[config.mk]
export PLATFORM = sky130hd
export DESIGN_NAME = pcd_decoder
export DESIGN_NICKNAME = d
export VERILOG_FILES = /design/src/verilog/pcd_pkg.sv /design/src/verilog/pcd_debounce.sv /design/src/verilog/pcd_decoder.sv /design/src/verilog/pcd_timer.sv
export SDC_FILE = /design/constraint.sdc
export NUM_CORES = 1
export LEC_CHECK = 0
export ABC_CLOCK_PERIOD_IN_PS = 9600
export BUFFER_PORTS_ARGS = -buffer_cell sky130_fd_sc_hd__buf_2
export CAP_MARGIN = 20
export CORE_UTILIZATION = 52
export CTS_CLUSTER_DIAMETER = 60
export DETAILED_ROUTE_END_ITERATION = 10
export PLACE_DENSITY = 0.7
export SKIP_LAST_GASP = 1
export SYNTH_ARGS = -nofsm -noshare
export SYNTH_HDL_FRONTEND = slang
export SYNTH_HIERARCHICAL = 1
export SYNTH_SLANG_ARGS = --single-unit
[constraint.sdc]
create_clock -name i_clock -period 9.6 [get_ports i_clock]
set_clock_uncertainty 0.05 [all_clocks]
set_input_delay 0 -clock i_clock [delete_from_list [all_inputs] [get_ports i_clock]]
set_output_delay 0 -clock i_clock [all_outputs]
set_load 0.05 [all_outputs]
[src/verilog/pcd_pkg.sv]
`default_nettype none
package pcd_pkg;
  localparam int unsigned CLOCK_HZ        = 25_000_000;
  localparam int unsigned TIMEOUT_S       = 5;
  localparam int unsigned TIMEOUT_CYCLES  = TIMEOUT_S * CLOCK_HZ;
  localparam int unsigned DEBOUNCE_MS     = 10;
  localparam int unsigned DEBOUNCE_CYCLES = DEBOUNCE_MS * (CLOCK_HZ / 1000);
  // released button or open contact reads high
  localparam logic        LEVEL_IDLE      = 1'h1;
  localparam logic        MODE_PULSE      = 1'h1;

  typedef enum logic [1:0] {dir_locked, dir_single, dir_free} pcd_dir_type;
endpackage : pcd_pkg
`default_nettype wire

[src/verilog/pcd_debounce.sv]
`timescale 1ns/100ps
`default_nettype none
module pcd_debounce #(
  parameter int unsigned STABLE_CYCLES = pcd_pkg::DEBOUNCE_CYCLES
) (
  input  wire logic i_clock,
  input  wire logic i_nrst,
  input  wire logic i_raw,
  output var  logic o_level,
  output var  logic o_fall
);
  localparam int unsigned CW = $clog2(STABLE_CYCLES + 1);
  localparam logic [CW-1:0] LAST = CW'(STABLE_CYCLES - 1);
  localparam logic [CW-1:0] ZERO = '0;

  logic          sync1_reg;
  logic          sync2_reg;
  logic [CW-1:0] count_reg;
  logic          update;

  assign update = (sync2_reg != o_level) && (count_reg == LAST);

  always_ff @(posedge i_clock or negedge i_nrst)
  begin
    if (!i_nrst)
    begin
      sync1_reg <= pcd_pkg::LEVEL_IDLE;
      sync2_reg <= pcd_pkg::LEVEL_IDLE;
    end
    else
    begin
      sync1_reg <= i_raw;
      sync2_reg <= sync1_reg;
    end
  end

  // a level must stand unbroken for the whole window before it counts
  always_ff @(posedge i_clock or negedge i_nrst)
  begin
    if (!i_nrst)
      count_reg <= ZERO;
    else if (sync2_reg == o_level || update)
      count_reg <= ZERO;
    else
      count_reg <= count_reg + CW'(1);
  end

  always_ff @(posedge i_clock or negedge i_nrst)
  begin
    if (!i_nrst)
    begin
      o_level <= pcd_pkg::LEVEL_IDLE;
      o_fall  <= 1'h0;
    end
    else
    begin
      if (update)
        o_level <= sync2_reg;
      o_fall <= update && !sync2_reg;
    end
  end
endmodule : pcd_debounce
`default_nettype wire

[src/verilog/pcd_decoder.sv]
`timescale 1ns/100ps
`default_nettype none
module pcd_decoder #(
  parameter int unsigned TIMEOUT_CYCLES  = pcd_pkg::TIMEOUT_CYCLES,
  parameter int unsigned DEBOUNCE_CYCLES = pcd_pkg::DEBOUNCE_CYCLES
) (
  input  wire logic i_clock,
  input  wire logic i_nrst,
  input  wire logic i_unlock_a_n,
  input  wire logic i_stop_n,
  input  wire logic i_unlock_b_n,
  input  wire logic i_pulse_mode,
  input  wire logic i_passage_a,
  input  wire logic i_passage_b,
  output var  logic o_open_a,
  output var  logic o_open_b,
  output var  logic o_free_a,
  output var  logic o_free_b
);
  logic                 lvl_a;
  logic                 lvl_s;
  logic                 lvl_b;
  logic                 fall_a;
  logic                 fall_s;
  logic                 fall_b;
  logic                 exp_a;
  logic                 exp_b;
  logic                 pulse;
  logic                 cmd_lock;
  logic                 cmd_single_a;
  logic                 cmd_single_b;
  logic                 cmd_single_both;
  logic                 cmd_free_a;
  logic                 cmd_free_b;
  logic                 cmd_free_both;
  logic                 load_a;
  logic                 load_b;
  logic                 cancel_a;
  logic                 cancel_b;
  logic                 pass_end_a_reg;
  logic                 pass_end_b_reg;
  logic                 pass_end_a_next;
  logic                 pass_end_b_next;
  pcd_pkg::pcd_dir_type state_a_reg;
  pcd_pkg::pcd_dir_type state_b_reg;
  pcd_pkg::pcd_dir_type state_a_next;
  pcd_pkg::pcd_dir_type state_b_next;

  pcd_debounce #(.STABLE_CYCLES(DEBOUNCE_CYCLES)) u_deb_a (
    .i_clock (i_clock),
    .i_nrst  (i_nrst),
    .i_raw   (i_unlock_a_n),
    .o_level (lvl_a),
    .o_fall  (fall_a)
  );

  pcd_debounce #(.STABLE_CYCLES(DEBOUNCE_CYCLES)) u_deb_s (
    .i_clock (i_clock),
    .i_nrst  (i_nrst),
    .i_raw   (i_stop_n),
    .o_level (lvl_s),
    .o_fall  (fall_s)
  );

  pcd_debounce #(.STABLE_CYCLES(DEBOUNCE_CYCLES)) u_deb_b (
    .i_clock (i_clock),
    .i_nrst  (i_nrst),
    .i_raw   (i_unlock_b_n),
    .o_level (lvl_b),
    .o_fall  (fall_b)
  );

  pcd_timer #(.CYCLES(TIMEOUT_CYCLES)) u_tmr_a (
    .i_clock   (i_clock),
    .i_nrst    (i_nrst),
    .i_load    (load_a),
    .i_cancel  (cancel_a),
    .o_expired (exp_a)
  );

  pcd_timer #(.CYCLES(TIMEOUT_CYCLES)) u_tmr_b (
    .i_clock   (i_clock),
    .i_nrst    (i_nrst),
    .i_load    (load_b),
    .i_cancel  (cancel_b),
    .o_expired (exp_b)
  );

  assign pulse = (i_pulse_mode == pcd_pkg::MODE_PULSE);

  // each edge is read against the present levels of the other two inputs
  assign cmd_lock        = pulse && fall_s && lvl_a && lvl_b;
  assign cmd_single_a    = pulse && fall_a && lvl_s && lvl_b;
  assign cmd_single_b    = pulse && fall_b && lvl_s && lvl_a;
  assign cmd_single_both = pulse && lvl_s
                         && ((fall_a && !lvl_b) || (fall_b && !lvl_a));
  assign cmd_free_a      = pulse && ((fall_a && !lvl_s && lvl_b)
                         || (fall_s && !lvl_a && lvl_b));
  assign cmd_free_b      = pulse && ((fall_b && !lvl_s && lvl_a)
                         || (fall_s && !lvl_b && lvl_a));
  assign cmd_free_both   = pulse && ((fall_a && !lvl_b && !lvl_s)
                         || (fall_b && !lvl_a && !lvl_s)
                         || (fall_s && !lvl_a && !lvl_b));

  // next state of one direction in pulse mode; lock beats free beats single
  function automatic pcd_pkg::pcd_dir_type dir_step(
    input pcd_pkg::pcd_dir_type cur,
    input logic                 lock,
    input logic                 free,
    input logic                 single,
    input logic                 ends_on_pass,
    input logic                 passage,
    input logic                 expired
  );
    pcd_pkg::pcd_dir_type nxt;
    nxt = cur;
    if (lock)
      nxt = pcd_pkg::dir_locked;
    else if (free)
      nxt = pcd_pkg::dir_free;
    else if (single && cur != pcd_pkg::dir_free)
      nxt = pcd_pkg::dir_single;
    else if (cur == pcd_pkg::dir_single && (expired || (ends_on_pass && passage)))
      nxt = pcd_pkg::dir_locked;
    return nxt;
  endfunction : dir_step

  always_comb
  begin
    if (pulse)
    begin
      state_a_next = dir_step(state_a_reg, cmd_lock, cmd_free_a || cmd_free_both,
                              cmd_single_a || cmd_single_both, pass_end_a_reg,
                              i_passage_a, exp_a);
      state_b_next = dir_step(state_b_reg, cmd_lock, cmd_free_b || cmd_free_both,
                              cmd_single_b || cmd_single_both, pass_end_b_reg,
                              i_passage_b, exp_b);
    end
    else
    begin
      // levels alone decide; stop low or both opens high closes both
      state_a_next = (lvl_s && !lvl_a) ? pcd_pkg::dir_free
                                       : pcd_pkg::dir_locked;
      state_b_next = (lvl_s && !lvl_b) ? pcd_pkg::dir_free
                                       : pcd_pkg::dir_locked;
    end
  end

  // the both-direction single passage ignores passage pulses and ends on time, lock or free
  always_comb
  begin
    pass_end_a_next = pass_end_a_reg;
    pass_end_b_next = pass_end_b_reg;
    if (state_a_next == pcd_pkg::dir_single && state_a_reg != pcd_pkg::dir_free)
    begin
      if (cmd_single_a)
        pass_end_a_next = 1'h1;
      else if (cmd_single_both)
        pass_end_a_next = 1'h0;
    end
    if (state_b_next == pcd_pkg::dir_single && state_b_reg != pcd_pkg::dir_free)
    begin
      if (cmd_single_b)
        pass_end_b_next = 1'h1;
      else if (cmd_single_both)
        pass_end_b_next = 1'h0;
    end
  end

  assign load_a   = state_a_next == pcd_pkg::dir_single && (cmd_single_a || cmd_single_both)
                  && state_a_reg != pcd_pkg::dir_free;
  assign load_b   = state_b_next == pcd_pkg::dir_single && (cmd_single_b || cmd_single_both)
                  && state_b_reg != pcd_pkg::dir_free;
  assign cancel_a = state_a_reg == pcd_pkg::dir_single && state_a_next != pcd_pkg::dir_single;
  assign cancel_b = state_b_reg == pcd_pkg::dir_single && state_b_next != pcd_pkg::dir_single;

  always_ff @(posedge i_clock or negedge i_nrst)
  begin
    if (!i_nrst)
    begin
      state_a_reg    <= pcd_pkg::dir_locked;
      state_b_reg    <= pcd_pkg::dir_locked;
      pass_end_a_reg <= 1'h0;
      pass_end_b_reg <= 1'h0;
    end
    else
    begin
      state_a_reg    <= state_a_next;
      state_b_reg    <= state_b_next;
      pass_end_a_reg <= pass_end_a_next;
      pass_end_b_reg <= pass_end_b_next;
    end
  end

  always_ff @(posedge i_clock or negedge i_nrst)
  begin
    if (!i_nrst)
    begin
      o_open_a <= 1'h0;
      o_open_b <= 1'h0;
      o_free_a <= 1'h0;
      o_free_b <= 1'h0;
    end
    else
    begin
      o_open_a <= state_a_next != pcd_pkg::dir_locked;
      o_open_b <= state_b_next != pcd_pkg::dir_locked;
      o_free_a <= state_a_next == pcd_pkg::dir_free;
      o_free_b <= state_b_next == pcd_pkg::dir_free;
    end
  end
endmodule : pcd_decoder
`default_nettype wire

[src/verilog/pcd_timer.sv]
`timescale 1ns/100ps
`default_nettype none
module pcd_timer #(
  parameter int unsigned CYCLES = pcd_pkg::TIMEOUT_CYCLES
) (
  input  wire logic i_clock,
  input  wire logic i_nrst,
  input  wire logic i_load,
  input  wire logic i_cancel,
  output var  logic o_expired
);
  localparam int unsigned CW = $clog2(CYCLES + 1);
  localparam logic [CW-1:0] LAST = CW'(CYCLES - 1);
  localparam logic [CW-1:0] ZERO = '0;

  logic [CW-1:0] count_reg;
  logic          run_reg;

  // a reload restarts the full interval
  always_ff @(posedge i_clock or negedge i_nrst)
  begin
    if (!i_nrst)
    begin
      count_reg <= ZERO;
      run_reg   <= 1'h0;
      o_expired <= 1'h0;
    end
    else
    begin
      o_expired <= 1'h0;
      if (i_load)
      begin
        count_reg <= LAST;
        run_reg   <= 1'h1;
      end
      else if (i_cancel)
        run_reg <= 1'h0;
      else if (run_reg && count_reg == ZERO)
      begin
        run_reg   <= 1'h0;
        o_expired <= 1'h1;
      end
      else if (run_reg)
        count_reg <= count_reg - CW'(1);
    end
  end
endmodule : pcd_timer
`default_nettype wire
Word-level counts from Yosys, hierarchy flattened
Index checks and enable logic that the tools add are counted.
{"block": "totals", "ff_bits": 134, "input_bits": 8, "out_inout_bits": 4, "wordCells": 180}
{"block": "op_classes", "n_addsub": 5, "n_eq_ne": 23, "muxes": 38, "n_reduce_logical": 85}
{"op": "27-bit two-way mux", "n": 8}
{"op": "18-bit by 1-bit adder with 18-bit output, second input constant", "n": 3}
{"op": "18-bit equality test, second input constant", "n": 3}
{"op": "27-bit zero test", "n": 2}
{"op": "18-bit two-way mux", "n": 3}
{"op": "27-bit by 1-bit subtractor with 27-bit output, second input constant", "n": 2}
{"op": "1-bit logical AND", "n": 51}
{"op": "2-bit two-way mux", "n": 12}
{"op": "1-bit two-way mux", "n": 15}
{"op": "1-bit logical OR", "n": 14}
{"op": "2-bit != test, second input constant", "n": 6}
{"op": "2-bit nonzero test", "n": 6}
{"op": "2-bit by 1-bit equality test with 1-bit output, second input constant", "n": 4}
{"op": "1-bit zero test", "n": 6}
{"op": "3-bit AND reduction", "n": 2}
{"op": "3-bit nonzero test", "n": 2}
{"op": "2-bit equality test, second input constant", "n": 2}
{"op": "2-bit by 1-bit != test with 1-bit output, second input constant", "n": 2}
{"op": "2-bit AND reduction", "n": 2}
{"op": "1-bit equality test", "n": 3}
{"op": "1-bit != test", "n": 3}

Logic depth before layout (Yosys ltp)
{"block": "logic_depth", "ltp_word": 15, "depth_mapped": 11, "ltp_nobuf": 9}

Hierarchy
Netlist, hierarchy kept.
{"mod": "pcd_timer", "instances": 2, "cells_per_inst": 164, "area_per_inst_um2": 1624.1, "seq_area_each_um2": 725.7}
{"mod": "pcd_debounce", "instances": 3, "cells_per_inst": 97, "area_per_inst_um2": 1027.2, "seq_area_each_um2": 554.3}
{"mod": "pcd_decoder", "instances": 1, "cells_per_inst": 62, "area_per_inst_um2": 616.8, "seq_area_each_um2": 250.2}

Least setup slack after synthesis
Ideal clock, no wire load.
{"block": "synth_timing", "path_kind": "register to register", "start": "register u_deb_s.o_level", "end": "register u_tmr_a.count_reg[23]", "setup_ns": 0.078, "arrival_ns": 2.876, "required_ns": 9.472, "setup_slack_ns": 6.596, "path_stages_with_launch": 12, "n_path_buf": 2, "synth_period_minus_slack_ns": 3.004, "cell_sequence": "dfstp_2 > and2_1 > buf_2 > o211ai_1 > a211oi_2 > nor3b_1 > nor2b_1 > o211ai_1 > or4_1 > clkbuf_1 > or4b_1 > a21oi_1"}
{"block": "synth_via", "word_cells_on_any_way": 33, "classes_between": "eq/ne (4); mux (6); reduce/logical (23)"}
{"element": "from (decl)", "line_no": "pcd_debounce.sv:9", "text": "output var logic o_level,"}
{"element": "from (signal assigned)", "line_no": "pcd_debounce.sv:52", "text": "o_level <= pcd_pkg::LEVEL_IDLE;"}
{"element": "from (signal assigned)", "line_no": "pcd_debounce.sv:58", "text": "o_level <= sync2_reg;"}
{"element": "1-bit zero test", "line_no": "pcd_decoder.sv:97, pcd_decoder.sv:101, pcd_decoder.sv:102"}
{"element": "1-bit logical AND, on equally long branches", "line_no": "pcd_decoder.sv:97, pcd_decoder.sv:101, pcd_decoder.sv:102"}
{"element": "1-bit logical AND or 1-bit logical OR (tied branches)", "line_no": "pcd_decoder.sv:97, pcd_decoder.sv:102"}
{"element": "1-bit logical OR, on equally long branches", "line_no": "pcd_decoder.sv:98, pcd_decoder.sv:103"}
{"element": "1-bit logical AND, on equally long branches", "line_no": "pcd_decoder.sv:97, pcd_decoder.sv:101"}
{"element": "1-bit logical OR", "line_no": "pcd_decoder.sv:132", "text": "state_a_next = dir_step(state_a_reg, cmd_lock, cmd_free_a || cmd_free_both,"}
{"element": "2-bit two-way mux *", "line_no": "pcd_decoder.sv:119", "text": "else if (free)"}
{"element": "2-bit two-way mux *", "line_no": "pcd_decoder.sv:117", "text": "if (lock)"}
{"element": "2-bit two-way mux *", "line_no": "pcd_decoder.sv:130", "text": "if (pulse)"}
{"element": "net state_a_next[0]", "line_no": "pcd_decoder.sv:46", "text": "pcd_pkg::pcd_dir_type state_a_next;"}
{"element": "2-bit by 1-bit != test with 1-bit output *", "line_no": "pcd_decoder.sv:174", "text": "assign cancel_a = state_a_reg == pcd_pkg::dir_single && state_a_next != pcd_pkg::dir_single;"}
{"element": "1-bit logical AND *", "line_no": "pcd_decoder.sv:174"}
{"element": "net cancel_a", "line_no": "pcd_decoder.sv:38", "text": "logic cancel_a;"}
{"element": "2-bit != test (no line) *"}
{"element": "3-bit AND reduction (no line) *"}
{"element": "to (signal assigned)", "line_no": "pcd_timer.sv:44", "text": "count_reg <= count_reg - CW'(1);"}
{"element": "to (decl)", "line_no": "pcd_timer.sv:16", "text": "logic [CW-1:0] count_reg;"}
The timed path passes the listed nets; every way through them passes the cells marked *.
A chain may end at the register's enable or synchronous reset.

Worst setup path in the final report
Same ends and word-level chain as after synthesis.

==> run summary <==
drc violations: 0
critical path's slowest cell: or4_1
post-route ant nets: 0
Starting Density: 54.2%
clock buffer count from CTS: 17
Syn Nets: 694
sequential fraction of the synthesis area: 48.4%
dpl hpwl: 9080 um
Die ar.: 13800 sq um
FP Rows: 41
Crit path max-delay family: simple AND/OR/NAND/NOR gates
area grow syn2layout: 12.5%
# diodes: 0
EDFF count, synth: 0
asr flop ratio synth: 100%
CTS Root Cell: clkbuf_16
first-pass GRT wire length: 23300 um
CP arrival: 3700 ps
Post-synth top cells: dfrtp_1, nor2_1, nand3_1
Die Y: 118 um
worst slew pin tran: 785 ps
final WL: 13500 um
most frequent CP cell: o211ai_1
clock-pin slew on the worst setup and hold paths: 60 ps
H-Tree Depth: 4
Routed wire per std cell: 15.1 um
Ports: 12
Hold/Removal Path Class: in2reg
Setup CP Type: reg2reg
ys flop type: dfrtp_1
share of layout cells above drive strength 1: 16.0%
clk sinks: 134
fin crit share: 35.6%
number of global-route vias before repair: 4888
core area: 12800 sq um
startpoint types: flip-flop
RSZ-0062 raised after global routing: no
total gr overflow: 0
CP max stage delay: 600 ps
clock latency at the later pin of the worst-skew pair: 410 ps
Synth warnings: 6
Final Core Density: 61.0%
initial antenna violation count: 0
setup TNS: 0 ps
worst IR drop on VDD: 99.9 uV
Final setup viols: 0
cell area after synthesis: 6950 sq um
Synth Register Bits: 134
CTS Hold Bufs: 6
Initial DRT Pass Iterations: 5
Tmin final: 3420 ps
WHS: 23.1 ps
most common cell in the synthesized netlist: dfrtp_1
Worst Path Required: 9880 ps
number of max-cap violations: 0
post-synthesis average cell area: 10.2 sq um
Synth area leader: dfrtp_1
DRT iter0 DRCs: 261
largest net degree at the start of global routing: 83
Setup crit end kind: flip-flop
Lkg Pwr: 3.41 nW
via/cell ratio: 5.79
via count: 5150
CTS tree: done
f_max: 293 MHz
Nets: 719
Die Wd: 118 um
outcome: finished, final reports clean
Rel. slew slack: 47.1%
crit-path max FO: 10
Distinct cells, synth: 58
critical-path cell list: and2_1 > o211ai_1 > a211oi_2 > nor3b_1 > nor2b_1 > o211ai_1 > or4_1 > or4b_1 > a21oi_1
Hold Violations, Final: 0
final max-slew violation count: 0
Worst R2R Setup Slack: 6180 ps
Post-Syn Instances: 681
clk buf depth: 2
Yosys top cell area share: 45.0%
synth top area cells: dfrtp_1, xnor2_1, nor2_1
All-Layer GR Usage: 20.8%
CP Buf/Inv Count: 0
PortBufs: 11
ratio of total power to cell area: 154 nW/um^2
RD Place Congestion: 0.862
Setup Fix Bufs, Post-CTS: 0
CTS-repair resized insts: 0
kinds of logic after synthesis:
logic type | share of synthesized area, %
and+or+nand+nor | 29.1
xor gates and xnor gates | 6.56
adders and majority gates | 0.901
DFF | 48.4
AOI/OAI and AO/OA | 10.3
buffers and inverters | 2.76
muxes | 1.96
layer usage:
layer,track usage (%),wire length (um)
met1,28.5,6510
met2,32.4,6390
met3,5.14,454
met4,7.05,121
met5,0,0
through the flow:
step           setup WS (ps)  area (sq um)  cells  total power (W)
6_report                6180          7820    890          0.00121
2_1_floorplan           6600          6950    681         0.000592
3_3_place_gp            6330          7180    852         0.000608
3_5_place_dp            6210          7180    852         0.000610
5_1_grt                 5940          7820    890          0.00125
4_1_cts                 6180          7790    889          0.00122
final cells by class:
class / count / area [sq um]
Fill cell: 1093 / 5010
Clock buffer: 22 / 474
Tap cell: 172 / 215
Multi-Input combinational cell: 502 / 3390
Inverter: 27 / 101
Timing Repair Buffer: 24 / 194
Clock inverter: 9 / 77.6
Sequential cell: 134 / 3360
power breakdown:
group | switching, W | total (W) | internal (W)
combinational | 0.0000187 | 0.0000277 | 0.00000897
clock | 0.000231 | 0.000603 | 0.000372
sequential | 0.00000392 | 0.000575 | 0.000571
total | 0.000254 | 0.00121 | 0.000952
final timing paths:
path / start / to / depth (start not counted)
max: u_deb_s/o_level / u_tmr_a/count_reg[23] / 9
max in group asynchronous: i_nrst / u_deb_b/sync2_reg / 4
min in group asynchronous: i_nrst / u_deb_s/count_reg[13] / 2
max reg2reg: u_deb_s/o_level / u_tmr_a/count_reg[23] / 9
min reg2reg: u_deb_b/sync1_reg / u_deb_b/sync2_reg / 0
min: i_passage_b / state_b_reg[0] / 4
layout by cell type (no fill, tap or decap), types with 7 or more instances in the layout:
cell type,n
nor2_1,82
nand4_1,12
clkbuf_16,17
o21ai_0,27
nand2_1,20
buf_2,10
nor3_1,23
inv_1,27
or4_1,21
o211ai_1,8
or3_2,10
nor2b_1,14
a21oi_1,21
xor2_1,11
nor4_1,20
nand3_1,46
xnor2_1,41
mux2i_1,8
dfstp_2,9
dfrtp_1,125
or4_4,7
o31ai_1,14
or3_1,23
tightest hold or removal path: stages:
cell and delay [ps]:
buf_2 90, a21oi_1 60, o21ai_0 190, a211oi_2 110
Note: power is estimated with default switching activity, not from simulation.
